### src/fpc_pkg.sv
// constants shared by the fuse prom programming controller files
// assumes a 100 MHz mclk and a 32x8 open-collector fuse prom outside
package fpc_pkg;
  // ****************************************************************
  // organisation
  // ****************************************************************
  localparam int WORDS = 32;
  localparam int WBITS = 8;
  localparam int AW = 5;
  localparam logic [4:0] LAST_WORD = 5'h1f;
  localparam logic [2:0] LAST_BIT = 3'h7;

  // ****************************************************************
  // timing, times in ns, counts in mclk cycles
  // ****************************************************************
  localparam int CLK_PERIOD_NS = 10;
  localparam int SYNC_STAGES = 2;
  localparam int T_ACCESS_NS = 50;
  localparam int ACC_CYC = (T_ACCESS_NS + CLK_PERIOD_NS - 1) / CLK_PERIOD_NS;
  localparam int SENSE_CYC = ACC_CYC + SYNC_STAGES;
  localparam int T_LEAD_NS = 10000;
  localparam int LEAD_CYC = (T_LEAD_NS + CLK_PERIOD_NS - 1) / CLK_PERIOD_NS;
  localparam int T_PW0_NS = 500000;
  localparam int T_PW1_NS = 1000000;
  localparam int T_PW2_NS = 5000000;
  localparam int T_PW3_NS = 20000000;
  localparam int REST_MULT = 3;

  // ****************************************************************
  // pulse schedule
  // ****************************************************************
  localparam logic [4:0] GRP0_LAST = 5'h04;
  localparam logic [4:0] GRP1_LAST = 5'h08;
  localparam logic [4:0] GRP2_LAST = 5'h0c;
  localparam logic [4:0] MAX_PULSES = 5'h13;
  localparam logic [1:0] EXTRA_PULSES = 2'h3;
  localparam logic [1:0] LVL_29V = 2'h0;
  localparam logic [1:0] LVL_30V = 2'h1;
  localparam logic [1:0] LVL_33V = 2'h2;

  // ****************************************************************
  // controller states
  // ****************************************************************
  typedef enum logic [10:0] {
    S_IDLE     = 11'h001,
    S_RD_WAIT  = 11'h002,
    S_PG_FETCH = 11'h004,
    S_PG_BIT   = 11'h008,
    S_PG_SENSE = 11'h010,
    S_PG_LEAD  = 11'h020,
    S_PG_BURN  = 11'h040,
    S_PG_REST  = 11'h080,
    S_VF_FETCH = 11'h100,
    S_VF_WAIT  = 11'h200,
    S_VF_CMP   = 11'h400
  } fpc_state_e;
endpackage : fpc_pkg

### src/fpc_image_mem.sv
// image memory: the 32 words that programming should leave in the prom
// assumes writes only while the controller is idle
`timescale 1ns/100ps
module fpc_image_mem
(
  input wire logic mclk,
  input wire logic ce,
  input wire logic we,
  input wire logic [4:0] waddr,
  input wire logic [7:0] wdata,
  input wire logic [4:0] raddr,
  output logic [7:0] rdata_q
);
  logic [7:0] mem_q [0:fpc_pkg::WORDS-1];

  always_ff @(posedge mclk)
  begin
    if (ce)
    begin
      if (we)
      begin
        mem_q[waddr] <= wdata;
      end
      rdata_q <= mem_q[raddr];
    end
  end
endmodule : fpc_image_mem

### src/fpc_ctrl.sv
// host controller that reads and field-programs a 32x8 fuse prom
// assumes board drivers turn the level outputs into supply and pulse
// voltages, and that read_lines arrive asynchronously from the pins
`timescale 1ns/100ps
// Notes on behaviour
// prom holds 32 eight-bit words, one picked by the 5-bit address.
// all 8 bits of a word appear together while gate is low.
// gate high inhibits the read lines; none pulls low.
// read lines are open collector; low means zero, released means one.
// an unprogrammed bit reads as one.
// raise supply to programming level, then present the word address; the code raises vcc_prog and sets the address in the same cycle.
// hold the gate high before and during the pulse sequence.
// gate program pulse first, burn pulse on the read line after.
// burn pulses go to one read line at a time only.
// a blown fuse reads zero for good.
// once a bit reads zero, give it three more pulses.
// after programming, read every word with gate low and compare.
// prom read path is combinational with a fixed access delay.
module fpc_ctrl
#(
  parameter int PW0_CYC = fpc_pkg::T_PW0_NS / fpc_pkg::CLK_PERIOD_NS,
  parameter int PW1_CYC = fpc_pkg::T_PW1_NS / fpc_pkg::CLK_PERIOD_NS,
  parameter int PW2_CYC = fpc_pkg::T_PW2_NS / fpc_pkg::CLK_PERIOD_NS,
  parameter int PW3_CYC = fpc_pkg::T_PW3_NS / fpc_pkg::CLK_PERIOD_NS
)
(
  input wire logic mclk,
  input wire logic reset,
  input wire logic ce,
  input wire logic cmd_read,
  input wire logic [4:0] cmd_addr,
  input wire logic cmd_program,
  input wire logic img_we,
  input wire logic [4:0] img_addr,
  input wire logic [7:0] img_data,
  input wire logic [7:0] read_lines,
  output logic [4:0] word_select_inputs,
  output logic gate_n,
  output logic gate_program_pulse,
  output logic [1:0] gate_level,
  output logic vcc_prog,
  output logic [7:0] burn_pulse,
  output logic busy,
  output logic [7:0] rd_data,
  output logic rd_valid,
  output logic done,
  output logic prog_fail,
  output logic verify_mismatch
);
  // ****************************************************************
  // state
  // ****************************************************************
  fpc_pkg::fpc_state_e state_q, state_d;
  logic [31:0] cnt_q, cnt_d;
  logic [4:0] word_q, word_d;
  logic [2:0] bit_q, bit_d;
  logic [4:0] pulses_q, pulses_d;
  logic [1:0] extra_q, extra_d;
  logic in_extra_q, in_extra_d;
  logic gate_n_q, gate_n_d;
  logic gpp_q, gpp_d;
  logic [1:0] lvl_q, lvl_d;
  logic vcc_q, vcc_d;
  logic [7:0] burn_q, burn_d;
  logic busy_q, busy_d;
  logic [7:0] rdd_q, rdd_d;
  logic rdv_q, rdv_d;
  logic done_q, done_d;
  logic fail_q, fail_d;
  logic mism_q, mism_d;
  logic [7:0] rl_s1_q, rl_s2_q;
  logic [7:0] img_rdata;
  logic [31:0] cur_w;
  logic [1:0] cur_lvl;
  logic adv;
  logic start;

  // ****************************************************************
  // intended image
  // ****************************************************************
  fpc_image_mem u_img
  (
    .mclk(mclk),
    .ce(ce),
    .we(img_we && (state_q == fpc_pkg::S_IDLE)),
    .waddr(img_addr),
    .wdata(img_data),
    .raddr(word_q),
    .rdata_q(img_rdata)
  );

  // ****************************************************************
  // pulse width and gate level per pulse number
  // ****************************************************************
  always_comb
  begin
    if (pulses_q <= fpc_pkg::GRP0_LAST)
    begin
      cur_w = 32'(PW0_CYC);
      cur_lvl = fpc_pkg::LVL_29V;
    end
    else if (pulses_q <= fpc_pkg::GRP1_LAST)
    begin
      cur_w = 32'(PW1_CYC);
      cur_lvl = fpc_pkg::LVL_29V;
    end
    else if (pulses_q <= fpc_pkg::GRP2_LAST)
    begin
      cur_w = 32'(PW2_CYC);
      cur_lvl = fpc_pkg::LVL_30V;
    end
    else
    begin
      cur_w = 32'(PW3_CYC);
      cur_lvl = fpc_pkg::LVL_33V;
    end
  end

  // ****************************************************************
  // sequencer next state
  // ****************************************************************
  always_comb
  begin
    state_d = state_q;
    cnt_d = cnt_q;
    word_d = word_q;
    bit_d = bit_q;
    pulses_d = pulses_q;
    extra_d = extra_q;
    in_extra_d = in_extra_q;
    gate_n_d = gate_n_q;
    gpp_d = gpp_q;
    lvl_d = lvl_q;
    vcc_d = vcc_q;
    burn_d = burn_q;
    busy_d = busy_q;
    rdd_d = rdd_q;
    rdv_d = 1'b0;
    done_d = 1'b0;
    fail_d = fail_q;
    mism_d = mism_q;
    adv = 1'b0;
    start = 1'b0;
    case (state_q)
      fpc_pkg::S_IDLE:
      begin
        if (cmd_read)
        begin
          // word picked by address alone
          word_d = cmd_addr;
          gate_n_d = 1'b0;
          cnt_d = 32'(fpc_pkg::SENSE_CYC);
          busy_d = 1'b1;
          state_d = fpc_pkg::S_RD_WAIT;
        end
        else if (cmd_program)
        begin
          // supply up together with the first address
          vcc_d = 1'b1;
          word_d = 5'h00;
          bit_d = 3'h0;
          // gate held high into the sequence
          gate_n_d = 1'b1;
          fail_d = 1'b0;
          mism_d = 1'b0;
          busy_d = 1'b1;
          state_d = fpc_pkg::S_PG_FETCH;
        end
      end
      fpc_pkg::S_RD_WAIT:
      begin
        if (cnt_q != 32'h0)
        begin
          cnt_d = cnt_q - 32'h1;
        end
        else
        begin
          // whole word sampled at once after access delay
          // wait covers access time plus synchroniser
          rdd_d = rl_s2_q;
          rdv_d = 1'b1;
          gate_n_d = 1'b1;
          busy_d = 1'b0;
          state_d = fpc_pkg::S_IDLE;
        end
      end
      fpc_pkg::S_PG_FETCH:
      begin
        // image read data lags the address by one cycle
        pulses_d = 5'h00;
        in_extra_d = 1'b0;
        state_d = fpc_pkg::S_PG_BIT;
      end
      fpc_pkg::S_PG_BIT:
      begin
        // bits meant to stay one need no pulse
        if (img_rdata[bit_q])
        begin
          adv = 1'b1;
        end
        else
        begin
          gate_n_d = 1'b0;
          cnt_d = 32'(fpc_pkg::SENSE_CYC);
          state_d = fpc_pkg::S_PG_SENSE;
        end
      end
      fpc_pkg::S_PG_SENSE:
      begin
        if (cnt_q != 32'h0)
        begin
          cnt_d = cnt_q - 32'h1;
        end
        else
        begin
          gate_n_d = 1'b1;
          // a pulled-low line is a zero
          if (!rl_s2_q[bit_q])
          begin
            if (pulses_q == 5'h00)
            begin
              adv = 1'b1;
            end
            else
            begin
              // three more pulses after the change
              extra_d = fpc_pkg::EXTRA_PULSES;
              in_extra_d = 1'b1;
              start = 1'b1;
            end
          end
          else if (pulses_q == fpc_pkg::MAX_PULSES)
          begin
            fail_d = 1'b1;
            adv = 1'b1;
          end
          else
          begin
            pulses_d = pulses_q + 5'h01;
            start = 1'b1;
          end
        end
      end
      fpc_pkg::S_PG_LEAD:
      begin
        // pulse count has settled by now, so the level tracks it
        lvl_d = cur_lvl;
        if (cnt_q != 32'h0)
        begin
          cnt_d = cnt_q - 32'h1;
        end
        else
        begin
          // burn only once the gate pulse stands
          // one line of the word at a time
          burn_d = 8'h01 << bit_q;
          cnt_d = cur_w;
          state_d = fpc_pkg::S_PG_BURN;
        end
      end
      fpc_pkg::S_PG_BURN:
      begin
        if (cnt_q != 32'h0)
        begin
          cnt_d = cnt_q - 32'h1;
        end
        else
        begin
          burn_d = 8'h00;
          gpp_d = 1'b0;
          // rest keeps the pulse duty cycle at about a quarter
          cnt_d = 32'(fpc_pkg::REST_MULT) * (cur_w + 32'(fpc_pkg::LEAD_CYC));
          state_d = fpc_pkg::S_PG_REST;
        end
      end
      fpc_pkg::S_PG_REST:
      begin
        if (cnt_q != 32'h0)
        begin
          cnt_d = cnt_q - 32'h1;
        end
        else if (in_extra_q)
        begin
          // count the extra pulses down
          extra_d = extra_q - 2'h1;
          if (extra_q == 2'h1)
          begin
            in_extra_d = 1'b0;
            adv = 1'b1;
          end
          else
          begin
            start = 1'b1;
          end
        end
        else
        begin
          // look again for the zero of a blown fuse
          gate_n_d = 1'b0;
          cnt_d = 32'(fpc_pkg::SENSE_CYC);
          state_d = fpc_pkg::S_PG_SENSE;
        end
      end
      fpc_pkg::S_VF_FETCH:
      begin
        // gate low for the verify read
        gate_n_d = 1'b0;
        cnt_d = 32'(fpc_pkg::SENSE_CYC);
        state_d = fpc_pkg::S_VF_WAIT;
      end
      fpc_pkg::S_VF_WAIT:
      begin
        if (cnt_q != 32'h0)
        begin
          cnt_d = cnt_q - 32'h1;
        end
        else
        begin
          state_d = fpc_pkg::S_VF_CMP;
        end
      end
      fpc_pkg::S_VF_CMP:
      begin
        // every bit against the image
        if (rl_s2_q != img_rdata)
        begin
          mism_d = 1'b1;
        end
        if (word_q == fpc_pkg::LAST_WORD)
        begin
          gate_n_d = 1'b1;
          busy_d = 1'b0;
          done_d = 1'b1;
          word_d = 5'h00;
          state_d = fpc_pkg::S_IDLE;
        end
        else
        begin
          word_d = word_q + 5'h01;
          state_d = fpc_pkg::S_VF_FETCH;
        end
      end
      default:
      begin
        state_d = fpc_pkg::S_IDLE;
      end
    endcase
    if (start)
    begin
      // program pulse on the gate comes first
      gpp_d = 1'b1;
      lvl_d = cur_lvl;
      cnt_d = 32'(fpc_pkg::LEAD_CYC);
      state_d = fpc_pkg::S_PG_LEAD;
    end
    if (adv)
    begin
      if (bit_q != fpc_pkg::LAST_BIT)
      begin
        bit_d = bit_q + 3'h1;
        pulses_d = 5'h00;
        state_d = fpc_pkg::S_PG_BIT;
      end
      else if (word_q != fpc_pkg::LAST_WORD)
      begin
        bit_d = 3'h0;
        word_d = word_q + 5'h01;
        state_d = fpc_pkg::S_PG_FETCH;
      end
      else
      begin
        // supply back to normal before the verify pass
        vcc_d = 1'b0;
        bit_d = 3'h0;
        word_d = 5'h00;
        state_d = fpc_pkg::S_VF_FETCH;
      end
    end
  end

  // ****************************************************************
  // registers
  // ****************************************************************
  always_ff @(posedge mclk)
  begin
    if (reset)
    begin
      state_q <= fpc_pkg::S_IDLE;
      cnt_q <= 32'h0;
      word_q <= 5'h00;
      bit_q <= 3'h0;
      pulses_q <= 5'h00;
      extra_q <= 2'h0;
      in_extra_q <= 1'b0;
      gate_n_q <= 1'b1;
      gpp_q <= 1'b0;
      lvl_q <= fpc_pkg::LVL_29V;
      vcc_q <= 1'b0;
      burn_q <= 8'h00;
      busy_q <= 1'b0;
      rdd_q <= 8'h00;
      rdv_q <= 1'b0;
      done_q <= 1'b0;
      fail_q <= 1'b0;
      mism_q <= 1'b0;
      rl_s1_q <= 8'hff;
      rl_s2_q <= 8'hff;
    end
    else if (ce)
    begin
      state_q <= state_d;
      cnt_q <= cnt_d;
      word_q <= word_d;
      bit_q <= bit_d;
      pulses_q <= pulses_d;
      extra_q <= extra_d;
      in_extra_q <= in_extra_d;
      gate_n_q <= gate_n_d;
      gpp_q <= gpp_d;
      lvl_q <= lvl_d;
      vcc_q <= vcc_d;
      burn_q <= burn_d;
      busy_q <= busy_d;
      rdd_q <= rdd_d;
      rdv_q <= rdv_d;
      done_q <= done_d;
      fail_q <= fail_d;
      mism_q <= mism_d;
      rl_s1_q <= read_lines;
      rl_s2_q <= rl_s1_q;
    end
  end

  assign word_select_inputs = word_q;
  assign gate_n = gate_n_q;
  assign gate_program_pulse = gpp_q;
  assign gate_level = lvl_q;
  assign vcc_prog = vcc_q;
  assign burn_pulse = burn_q;
  assign busy = busy_q;
  assign rd_data = rdd_q;
  assign rd_valid = rdv_q;
  assign done = done_q;
  assign prog_fail = fail_q;
  assign verify_mismatch = mism_q;
endmodule : fpc_ctrl

### config.mk
export PLATFORM = sky130hd
export DESIGN_NAME = fpc_ctrl
export DESIGN_NICKNAME = d
export VERILOG_FILES = /design/src/fpc_pkg.sv /design/src/fpc_image_mem.sv /design/src/fpc_ctrl.sv
export SDC_FILE = /design/constraint.sdc
export NUM_CORES = 1
export LEC_CHECK = 0
export BUFFER_PORTS_ARGS = -buffer_cell sky130_fd_sc_hd__buf_4
export CAP_MARGIN = 10
export CORE_AREA = 2 2 178 180
export CTS_BUF_LIST = sky130_fd_sc_hd__clkbuf_4 sky130_fd_sc_hd__clkbuf_8 sky130_fd_sc_hd__clkbuf_16
export DETAILED_ROUTE_END_ITERATION = 12
export DIE_AREA = 0 0 180 182
export PLACE_DENSITY_LB_ADDON = 0.1
export SLEW_MARGIN = 15
export SYNTH_ARGS = -nofsm -noshare
export SYNTH_HDL_FRONTEND = slang
export SYNTH_SLANG_ARGS = --single-unit
### constraint.sdc
create_clock -name mclk -period 6 [get_ports mclk]
set_clock_uncertainty 0.2 [all_clocks]
set_input_delay 0.6 -clock mclk [delete_from_list [all_inputs] [get_ports mclk]]
set_output_delay 0.6 -clock mclk [all_outputs]
set_load 0.005 [all_outputs]
# [After elaboration in Yosys (flattened, before gate mapping)]
# Memories as Yosys holds them, arrays and structs flattened. A register that Yosys moved wholly into a read port is not among the register bits.
# Cells that the tools add are included.
# W data, S select, Z words.
[totals] ff_bits=101 latchBits=0 ramBits=256 romBits=0 input_bits=32 output_inout_bits=31 word_cells=234 mem_count=1
[mem_list] name="u_img.mem_q" words=32 width=8 rd=1 rd_ports_with_merged_regs=1 write_ports=1 line_no="fpc_image_mem.sv:14" source="logic [7:0] mem_q [0:fpc_pkg::WORDS-1];"
[classes] add_sub_neg=6 multipliers=1 div_mod_pow=0 n_lt_le_gt_ge=4 eq_ne=50 shifts=1 mux=120 n_bitwise=1 n_reduce_logical=30
[ops] cell="$mux W32" n=8
[ops] cell="$pmux W32 S7" n=1
[ops] cell="$mux W11" n=11
[ops] cell="$pmux W11 S11" n=1
[ops] cell="$mux W21" n=3
[ops] cell="$mux W5" n=11
[ops] cell="$mux W1" n=52
[ops] cell="$ne A2 B2 Y1 const B" n=18
[ops] cell="$add A32 B10 Y32 const B" n=1
[ops] cell="$mul A2 B32 Y32 const A" n=1
[ops] cell="$ne A4 B4 Y1 const B" n=8
[ops] cell="$reduce_bool A32 Y1" n=1
[ops] cell="$sub A32 B1 Y32 const B" n=1
[ops] cell="$mux W9" n=3
[ops] cell="$mux W2" n=10
[ops] cell="$pmux W5 S2" n=2
[ops] cell="$mux W8" n=2
[ops] cell="$pmux W8 S2" n=1
[ops] cell="$reduce_bool A2 Y1" n=8
[ops] cell="$mux W3" n=5
[ops] cell="$ne A3 B3 Y1 const B" n=5
[ops] cell="$reduce_and A7 Y1" n=2
[ops] cell="$reduce_and A6 Y1" n=2
[ops] cell="$eq A11 B1 Y1 const B" n=1
[ops] cell="other kinds (42)" n=55

# [Logic depth before layout (Yosys ltp)]
# Gate-level depths: netlist (run 1).
[logic_depth] depth_word=9 mapped_depth=15 depth_no_buf=14

# [Hierarchy]
# From an unflattened synthesis (run 1), not the netlist that was laid out.
[unflattened] hier_cells=1287 hier_area_um2=16856.2
[modules_own_cells] mod="fpc_image_mem" n_inst=1 cells_each=418 area_each_um2=10138.5 seq_area_each_um2=7927.6
[modules_own_cells] mod="fpc_ctrl" n_inst=1 cells_each=869 area_each_um2=6717.7 seq_area_each_um2=2021.9

# [Worst setup path before layout (run 1)]
# Ideal clock, no wire load.
[synth_timing] path_type="register -> register" start="register pulses_q[3]" end="register cnt_q[15]" arrival_ps=3299 t_required_ps=5671 setup_slack_ps=2373 stages_incl_launch_ff=15 period_less_slack_ps=3627 cell_sequence="dfxtp_1 -> clkbuf_1 -> inv_1 -> or4b_2 -> nand2_1 -> inv_1 -> ha_1 -> ha_1 -> inv_1 -> a2111oi_0 -> or2_2 -> a311o_1 -> a21oi_1 -> o311ai_0 -> nand2_1"
[synth_between] elab_chain_cells=9 word_cells_on_any_way=25
[synth_rtl] element="start: declaration" line_no="fpc_ctrl.sv:57" source="logic [4:0] pulses_q, pulses_d;"
[synth_rtl] element="start signal: assignment" line_no="fpc_ctrl.sv:415" source="pulses_q <= pulses_d;"
[synth_rtl] element="$le A5 B4 Y1" line_no="fpc_ctrl.sv:107" source="else if (pulses_q <= fpc_pkg::GRP2_LAST)"
[synth_rtl] element="$mux W21" line_no="fpc_ctrl.sv:107"
[synth_rtl] element="$mux W21" line_no="fpc_ctrl.sv:102" source="else if (pulses_q <= fpc_pkg::GRP1_LAST)"
[synth_rtl] element="$mux W21" line_no="fpc_ctrl.sv:97" source="if (pulses_q <= fpc_pkg::GRP0_LAST)"
[synth_rtl] element="$add A32 B10 Y32" line_no="fpc_ctrl.sv:272" source="cnt_d = 32'(fpc_pkg::REST_MULT) * (cur_w + 32'(fpc_pkg::LEAD_CYC));"
[synth_rtl] element="$mul A2 B32 Y32" line_no="fpc_ctrl.sv:272"
[synth_rtl] element="$mux W32" line_no="fpc_ctrl.sv:263" source="if (cnt_q != 32'h0)"
[synth_rtl] element="$pmux W32 S7" line_no="fpc_ctrl.sv:144" source="case (state_q)"
[synth_rtl] element="$mux W32" line_no="fpc_ctrl.sv:348" source="if (start)"
[synth_rtl] element="end signal: assignment" line_no="fpc_ctrl.sv:412" source="cnt_q <= cnt_d;"
[synth_rtl] element="end: declaration" line_no="fpc_ctrl.sv:54" source="logic [31:0] cnt_q, cnt_d;"
# Several ways; a longest one is shown, not always the timed one.
# A chain may end at the register's enable or synchronous reset.

# [Final worst setup path (run 1)]
[layout_timing] start="register cnt_q[0]" end="register cnt_q[30]"
[layout_between] elab_chain_cells=5 word_cells_on_any_way=17
[layout_rtl] element="parallel branches: the longest is 5 deep, another holds $sub A32 B1 Y32"
# Parallel ways; which one is timed is not known. The select of a mux whose other input is x is not followed.

==> flow_metrics.py, run 1 <==
metrics = {
    "clock_tree": {
        "cts_num_sinks": 365,
        "ctsResizeCount": 0,
        "cts_made_buffers": 38,
        "tritoncts": "done",
        "hold_buffers": 0,
        "ctsLongestPathBuffers": 3,
        "post_cts_buffers": 0,
        "path_clk_slew_ns": 0.06,
        "htreeDepth": 2,
        "clk_latency_ns": 0.53,
        "root_buffer": "clkbuf_16",
    },
    "place": {
        "pre_cts_ws_ns": 1.60,
        "place_hpwl_um": 25600,
        "finalWeightedCongestion": 0.887,
        "port_buffers": 62,
    },
    "critical_path": {
        "cp_max_fo": 17,
        "r2r_slack_ns": 1.50,
        "critical_path_class": "reg2reg",
        "startpoint_type": "register",
        "worstPathRequired_ns": 6.19,
        "worstSetupEndpointType": "register",
        "critPathArrivalTime_ns": 4.69,
    },
    "global_routing": {
        "overflow": 0,
        "antenna_found_initial": 0,
        "grt_max_degree": 51,
        "grt_pass1_wl_um": 60700,
        "gr-usage-all-layers_pct": 23.7,
        "grt_pass1_vias": 10700,
    },
    "timing": {
        "maxSlewViolCount": 0,
        "relSlewSlack_pct": 31.3,
        "period_needed_ns": 4.50,
        "fmax_ghz": 0.222,
        "tns_ns": 0,
        "grt_setup_unrepaired": "no",
        "setup_ws_ns": 1.50,
        "setup_viol": 0,
        "period_share_pct": 75.0,
        "tightest_slew_ns": 1.03,
        "hold_viol": 0,
    },
    "synthesis": {
        "synth-compound-area-share_pct": 8.43,
        "synth_top_family_by_area": "multiplexers",
        "synth.ff_latch_count": 365,
        "synth_ff_type": "edfxtp_1",
        "yosysSeqAreaShare_pct": 59.5,
        "syn-num-nets": 1320,
        "synthXorXnorAreaFrac_pct": 0.995,
        "synth_area_per_cell_um2": 13.2,
        "synth_edf_count": 264,
        "muxShareOfSynthArea_pct": 14.4,
        "synth_top_area_cell": "edfxtp_1",
        "synth_adder_area_share_pct": 1.57,
        "ys_warn_count": 0,
        "synth-simple-area-share_pct": 12.4,
        "synthTopCellsByArea": "edfxtp_1, dfxtp_1, mux4_2",
        "synthArstFlopShare_pct": 0,
        "synth_top_area_share_pct": 47.4,
        "syn_inst": 1267,
        "ys_types": 78,
        "syn_area_um2": 16700,
    },
    "route": {
        "remaining_drc_errors": 0,
        "dr_wl_met3_um": 1760,
        "drt_iter0_markers": 935,
        "routed_wl_um": 38700,
        "top_layer": "met4",
        "first_pass_iters": 5,
        "postRouteAntennaNets": 0,
        "avgRoutedWirePerCell_um": 22.2,
        "wl_met2_um": 19200,
        "m1WireLength_um": 16700,
        "vias": 10800,
        "vias_per_cell": 6.19,
    },
    "floorplanning": {
        "die_area_um2": 32800,
        "num_io_pins": 63,
        "die_w_um": 180,
        "start_util_pct": 54.0,
        "core_area_um2": 31000,
        "num_rows": 65,
        "die_h_um": 182,
    },
    "layout": {
        "n_antenna_cell": 0,
        "drive_above_1_share_pct": 20.1,
        "final_cell_mix": "edfxtp_1, nor2_1, dfxtp_1",
        "fin_nets": 1365,
        "area_growth_pct": 12.1,
        "layout_commonest_cell": "edfxtp_1",
    },
    "power": {
        "irDropWorstVdd_mv": 0.242,
        "power_density_nw_per_um2": 310,
        "cellLeakagePower_nw": 6.24,
    },
    "min_path": {
        "min_path_type": "in2reg",
    },
    "run": {
        "maxCapViolations": 0,
    },
    "outcome": {
        "status": "complete, no violations",
    },
}
## area by class of cell
cell class / instances / area [um^2]
well taps: 402 / 503
fillers: 2422 / 12200
clock buffers: 50 / 1060
flip-flops and latches: 365 / 9950
multi-input cells: 794 / 6340
inverters: 34 / 128
clock inverters: 14 / 173
repair buffers: 79 / 593
## sequential cells by signal (all words and copies together) (netlist names), 2 cells and up
name	count
bit_q	3
burn_pulse	8
cnt_q	32
rl_s1_q	8
rl_s2_q	8
u_img.rdata_q	8
word_select_inputs	5
pulses_q	5
u_img.mem_q	256
state_q	11
gate_level	2
extra_q	2
rd_data	8
## kinds of logic (layout without fill, tap and decap cells)
logic type | Yosys count | after routing
DFF | 365 | 365
and+or+nand+nor | 403 | 403
other | 2 | 2
buffers and inverters | 108 | 177
AOI/OAI and AO/OA | 215 | 215
muxes | 134 | 134
xor gates and xnor gates | 19 | 19
adders and majority gates | 21 | 21
## layer usage
layer  up-vias  track usage, %
met5         -               0
met4         0            7.22
met3        75            3.13
met2       294            40.2
met1      5358            32.1
li1       5023               -
## final timing paths
kind	start	endpoint	cells past startpoint
max	cnt_q[0]	cnt_q[30]	10
min	read_lines[0]	rl_s1_q[0]	3
max reg2reg	cnt_q[0]	cnt_q[30]	10
min reg2reg	burn_pulse[4]	burn_pulse[4]	2
## synth_stat cells (21+ instances only)
cell / instances
nor2_1: 107
nand3_1: 37
nor3_1: 33
dfxtp_1: 101
mux2i_1: 35
o21ai_0: 34
clkbuf_1: 52
inv_1: 34
nand2_1: 94
ha_1: 21
or3_1: 21
a21oi_1: 71
mux4_2: 84
edfxtp_1: 264
## power by group
part	internal [mW]	total [mW]	switching, mW
Sequential	2.75	2.80	0.0500
Combinational	0.257	0.670	0.413
Clock	1.39	2.35	0.960
Total	4.39	5.81	1.42
## worst max-delay path: stages, from the launching register on
cell	delay, ns
dfxtp_1	0.35
inv_1	0.07
ha_1	0.19
nor3b_1	0.38
nand4_1	0.52
or4b_1	1.01
o2111a_2	0.45
a21oi_2	0.68
buf_4	0.31
or3_1	0.13
a21oi_1	0.06
## metrics by stage
| step | power [mW] | cell area, um^2 | hold slack, ns | cells | util (%) |
|---|---|---|---|---|---|
| final | 5.81 | 18800 | 0.0863 | 1738 | 60.5 |
| after global placement | 3.50 | 17500 | 0.240 | 1674 | 56.5 |
| after CTS | 5.84 | 18800 | 0.0735 | 1738 | 60.5 |
| after floorplan | 3.30 | 16700 | 0.241 | 1267 | - |
| after global routing | 6.01 | 18800 | 0.0794 | 1738 | 60.5 |
| after detailed placement | 3.51 | 17500 | 0.246 | 1674 | 56.5 |
Note: power is estimated with default switching activity, not from simulation.
==> run 2, diff against run 1 <==
==> constraint.sdc (replaced) <==
create_clock -name mclk -period 3.79 [get_ports mclk]
set_clock_uncertainty 0.2 [all_clocks]
set_input_delay 0.379 -clock mclk [delete_from_list [all_inputs] [get_ports mclk]]
set_output_delay 0.379 -clock mclk [all_outputs]
set_load 0.005 [all_outputs]
==> run 2 against run 1 <==
Net effect: design area is 2.4% higher; total power increased by 55%; worst setup slack got worse by 1.2 ns; critical path depth is 5 higher; die area unchanged; cell count grew 3.9%; critical path type unchanged; largest power group unchanged.
==> flow_metrics.py, run 2 (synthesized netlist as in run 1, its figures left out) <==
metrics = {
    "outcome": {
        "status": "complete, no violations",
    },
    "clock_tree": {
        "root_buffer": "clkbuf_16",
        "cts_num_sinks": 365,
        "post_cts_buffers": 0,
        "tritoncts": "done",
        "path_clk_slew_ns": 0.06,
        "cts_made_buffers": 38,
        "ctsLongestPathBuffers": 3,
        "clk_latency_ns": 0.53,
        "htreeDepth": 2,
    },
    "critical_path": {
        "critical_path_class": "reg2reg",
        "critPathArrivalTime_ns": 3.71,
        "reg2reg_from": "pulses_q[1]",
        "r2r_slack_ns": 0.29,
        "cp_max_fo": 5,
        "startpoint_type": "register",
        "worstSetupEndpointType": "register",
        "timing.rr.end": "cnt_q[13]",
        "reg2regPathDepth": 15,
        "worstPathRequired_ns": 4.00,
    },
    "timing": {
        "fmax_ghz": 0.286,
        "period_needed_ns": 3.50,
        "maxSlewViolCount": 0,
        "relSlewSlack_pct": 37.2,
        "hold_viol": 0,
        "fin_hold_ws_ns": 0.0467,
        "period_share_pct": 92.2,
        "tightest_slew_ns": 0.929,
        "tns_ns": 0,
        "grt_setup_unrepaired": "no",
        "setup_viol": 0,
    },
    "route": {
        "vias_per_cell": 6.09,
        "postRouteAntennaNets": 0,
        "vias": 11000,
        "drt_iter0_markers": 966,
        "remaining_drc_errors": 0,
        "routed_wl_um": 39100,
        "first_pass_iters": 5,
        "avgRoutedWirePerCell_um": 21.6,
    },
    "global_routing": {
        "gr-usage-all-layers_pct": 23.9,
        "grt_pass1_vias": 10800,
        "antenna_found_initial": 0,
        "grt_pass1_wl_um": 61500,
        "overflow": 0,
        "grt_max_degree": 63,
    },
    "floorplanning": {
        "num_rows": 65,
        "die_w_um": 180,
        "start_util_pct": 54.0,
        "die_h_um": 182,
        "die_area_um2": 32800,
        "num_io_pins": 63,
        "core_area_um2": 31000,
    },
    "layout": {
        "area_growth_pct": 14.8,
        "largest_register_ffs": 256,
        "n_antenna_cell": 0,
        "fin_nets": 1432,
        "final_cell_mix": "edfxtp_1, buf_4, nor2_1",
        "largestRegisters": "u_img.mem_q x256, cnt_q x32, state_q x11",
        "top_register": "u_img.mem_q",
        "drive_above_1_share_pct": 22.6,
        "layout_commonest_cell": "edfxtp_1",
    },
    "min_path": {
        "min_path_cells": 3,
        "hold_end": "word_select_inputs[1]",
        "min_path_type": "in2reg",
        "min-delay-start": "cmd_addr[1]",
    },
    "power": {
        "cellLeakagePower_nw": 6.53,
        "irDropWorstVdd_mv": 0.419,
        "power_density_nw_per_um2": 470,
    },
    "place": {
        "finalWeightedCongestion": 0.880,
        "place_hpwl_um": 25900,
        "port_buffers": 62,
    },
    "run": {
        "maxCapViolations": 0,
    },
}
[run 2: cell count changes in the layout (fill, tap and decap cells not counted), sizes merged]
| cell | delta |
|---|---|
| inv | +1 |
| buf | +57 |
| bufinv | -2 |
| clkbuf | -6 |
| dlygate4sd3 | +10 |
| clkinv | +8 |
[run 2: how the worst max path moves through the flow]
stage	start	to	slack (ns)	cells past startpoint
floorplan	pulses_q[3]	cnt_q[15]	0.16	14
global placement	pulses_q[0]	cnt_q[13]	0.18	14
detailed placement	pulses_q[0]	cnt_q[13]	0.1	14
CTS	pulses_q[0]	cnt_q[13]	0.09	14
global route	pulses_q[1]	cnt_q[15]	0.03	16
finish	pulses_q[1]	cnt_q[13]	0.29	15
[run 2: power by group]
group,leakage [nW],switching [mW],internal (mW)
registers,3.20,0.0822,4.35
clock network,0.565,1.52,1.96
logic,2.77,0.663,0.454
total,6.53,2.27,6.76
[run 2: timing repair]
action | in CTS | in global routing
endpoints found under the hold margin | 10 | 0
hold buffers | 10 | 0
resized for setup | 0 | 4
endpoints found under the setup margin | 0 | 3
[run 2: final cells by class]
class	instances	area, um^2
inverters	34	128
fillers	2405	11800
multi-input cells	794	6340
flip-flops and latches	365	9950
clock buffers	44	996
clock inverters	21	146
repair buffers	146	1130
well taps	402	503
[run 2: stage by stage]
stage / setup slack [ns] / std cells / cell area, um^2 / power (mW) / util [%]
6_report: 0.295 / 1806 / 19200 / 9.03 / 62.0
2_1_floorplan: 0.163 / 1267 / 16700 / 5.23 / -
3_5_place_dp: 0.0984 / 1731 / 18000 / 5.62 / 58.0
3_3_place_gp: 0.175 / 1731 / 18000 / 5.60 / 58.0
4_1_cts: 0.0921 / 1806 / 19200 / 9.09 / 62.0
5_1_grt: 0.0324 / 1806 / 19200 / 9.34 / 62.0
[run 2: layer usage]
metal | wire length (um) | share of wire (%) | track usage (%)
met5 | 0 | 0 | 0
met4 | 827 | 2.1 | 6.05
met3 | 1970 | 5.0 | 3.07
met2 | 19600 | 50 | 41.0
met1 | 16700 | 43 | 32.6
[run 2: worst max-delay path: stages, from the launching register on]
cell and delay, ns:
dfxtp_1 0.39, buf_4 0.16, inv_1 0.04, ha_1 0.20, o21ai_1 0.20, nand2_1 0.10
buf_4 0.16, ha_1 0.34, nor3_1 0.25, a2111oi_1 0.10, buf_4 0.17, or2_2 0.30
a21oi_1 0.19, mux2_2 0.34, o21ai_0 0.14, o211ai_1 0.09
==> run 3, diff against run 2 <==
--- a/config.mk
+++ b/config.mk
@@ -11,7 +11,7 @@
 export CTS_BUF_LIST = sky130_fd_sc_hd__clkbuf_4 sky130_fd_sc_hd__clkbuf_8 sky130_fd_sc_hd__clkbuf_16
 export DETAILED_ROUTE_END_ITERATION = 12
 export DIE_AREA = 0 0 180 182
-export PLACE_DENSITY_LB_ADDON = 0.1
+export PLACE_DENSITY = 0.74
 export SLEW_MARGIN = 15
 export SYNTH_ARGS = -nofsm -noshare
 export SYNTH_HDL_FRONTEND = slang
==> run 3 against run 2 <==
Net effect: via count grew 3.2%; critical path depth shrank 2; combinational power hardly changed; sequential cell count stayed put; global-route usage up 0.82 points; core utilization up 0.46 points; clock power up 9.5%; non-clock buffer count shrank 6; register-to-register slack worse by 0.11 ns.
==> flow_metrics.py, run 3 (synthesized netlist as in run 1, its figures left out) <==
metrics = {
    "clock_tree": {
        "clk_latency_ns": 0.53,
        "root_buffer": "clkbuf_16",
        "tritoncts": "done",
        "cts_num_sinks": 365,
        "htreeDepth": 2,
        "path_clk_slew_ns": 0.06,
        "ctsLongestPathBuffers": 3,
        "cts_made_buffers": 38,
    },
    "floorplanning": {
        "die_w_um": 180,
        "num_io_pins": 63,
        "die_area_um2": 32800,
        "core_area_um2": 31000,
        "die_h_um": 182,
        "start_util_pct": 54.0,
        "num_rows": 65,
    },
    "layout": {
        "layout_commonest_cell": "edfxtp_1",
        "seqCellArea_um2": 9960,
        "largestRegisters": "u_img.mem_q x256, cnt_q x32, state_q x11",
        "n_antenna_cell": 0,
        "largest_register_ffs": 256,
        "drive_above_1_share_pct": 23.3,
        "top_register": "u_img.mem_q",
        "area_growth_pct": 15.7,
        "final_cell_mix": "edfxtp_1, buf_4, nor2_1",
        "stdcell_count": 1803,
        "fillers": 2223,
        "fin_nets": 1426,
        "multi_input_area_um2": 6350,
    },
    "power": {
        "cellLeakagePower_nw": 6.58,
        "irDropWorstVdd_mv": 0.405,
        "power_density_nw_per_um2": 485,
        "total_power_mw": 9.38,
    },
    "global_routing": {
        "grt_pass1_wl_um": 63400,
        "antenna_found_initial": 0,
        "grt_max_degree": 64,
        "overflow": 0,
        "gr-usage-all-layers_pct": 24.7,
        "grt_pass1_vias": 11300,
    },
    "critical_path": {
        "startpoint_type": "register",
        "worstPathRequired_ns": 3.99,
        "cp_max_fo": 10,
        "critPathArrivalTime_ns": 3.81,
        "critical_path_class": "reg2reg",
        "worstSetupEndpointType": "register",
    },
    "route": {
        "first_pass_iters": 5,
        "routed_wl_um": 40500,
        "postRouteAntennaNets": 0,
        "vias_per_cell": 6.29,
        "remaining_drc_errors": 0,
        "avgRoutedWirePerCell_um": 22.5,
        "vias": 11300,
        "drt_iter0_markers": 1047,
    },
    "min_path": {
        "min_path_type": "in2reg",
    },
    "place": {
        "finalWeightedCongestion": 0.903,
        "place_hpwl_um": 26300,
        "port_buffers": 62,
        "placed_cells": 1726,
    },
    "timing": {
        "period_needed_ns": 3.61,
        "setup_viol": 0,
        "fin_hold_ws_ns": 0.0176,
        "maxSlewViolCount": 0,
        "period_share_pct": 95.2,
        "hold_viol": 0,
        "tightest_slew_ns": 0.971,
        "fmax_ghz": 0.277,
        "tns_ns": 0,
        "grt_setup_unrepaired": "no",
        "relSlewSlack_pct": 34.4,
    },
    "outcome": {
        "status": "complete, no violations",
    },
    "run": {
        "maxCapViolations": 0,
    },
}
-- run 3: cell types whose count changed in the layout (fill, tap and decap cells not counted), moves of 2 or more --
cell / change
buf_12: +3
buf_4: -8
bufinv_16: +4
clkbuf_8: +2
clkinv_1: -6
clkinvlp_4: +2
dfxtp_1: -2
dfxtp_2: +2
-- run 3: final timing paths --
check | startpoint | to | cells past startpoint | slack [ns]
worst max-delay path | pulses_q[0] | cnt_q[13] | 13 | 0.18
worst min-delay path | cmd_addr[2] | word_select_inputs[2] | 3 | 0.02
worst max register to register | pulses_q[0] | cnt_q[13] | 13 | 0.18
worst min register to register | burn_pulse[6] | burn_pulse[6] | 2 | 0.25
-- run 3: power by group --
part           leakage, nW  switching [mW]  internal [mW]  total (mW)
clock                0.632            1.52           2.29        3.81
sequential            3.20          0.0716           4.35        4.42
combinational         2.74           0.684          0.463        1.15
-- run 3: what timing repair did --
item	CTS	global route
pin swaps	0	0
setup endpoints to repair	3	4
hold buffers	9	0
gates resized for setup	2	5
hold endpoints to repair	9	0
buffers inserted	0	0
-- run 3: stage by stage --
stage / area, um^2 / util, % / worst slack (ns)
6_report: 19300 / 62.4 / 0.180
5_1_grt: 19300 / 62.4 / 0.00961
3_3_place_gp: 18000 / 58.0 / 0.105
2_1_floorplan: 16700 / - / 0.163
4_1_cts: 19300 / 62.4 / 0.0185
3_5_place_dp: 18000 / 58.0 / -0.0189
-- run 3: per-layer routing --
layer,wire [um],global-route usage (%)
met1,16700,33.2
met5,0,0
met3,2850,3.21
met2,19800,42.0
met4,1230,8.16
-- run 3: critical path: stages, from the launching register on --
cell	delay [ns]
dfxtp_2	0.37
o21ai_1	0.20
or4b_2	0.68
nand2_2	0.16
inv_1	0.11
ha_1	0.32
ha_1	0.24
inv_1	0.08
a2111oi_2	0.04
or2_2	0.33
a21oi_1	0.17
mux2_2	0.34
o21ai_0	0.14
o211ai_1	0.09
-- run 3: layout make-up --
type / count / area share, %
tap: 402 / 2.60
timing repair buffer: 140 / 5.81
sequential: 365 / 51.5
inverter: 34 / 0.660
clock inverter: 21 / 1.34
multi-input combinational: 794 / 32.8
clock buffer: 47 / 5.33
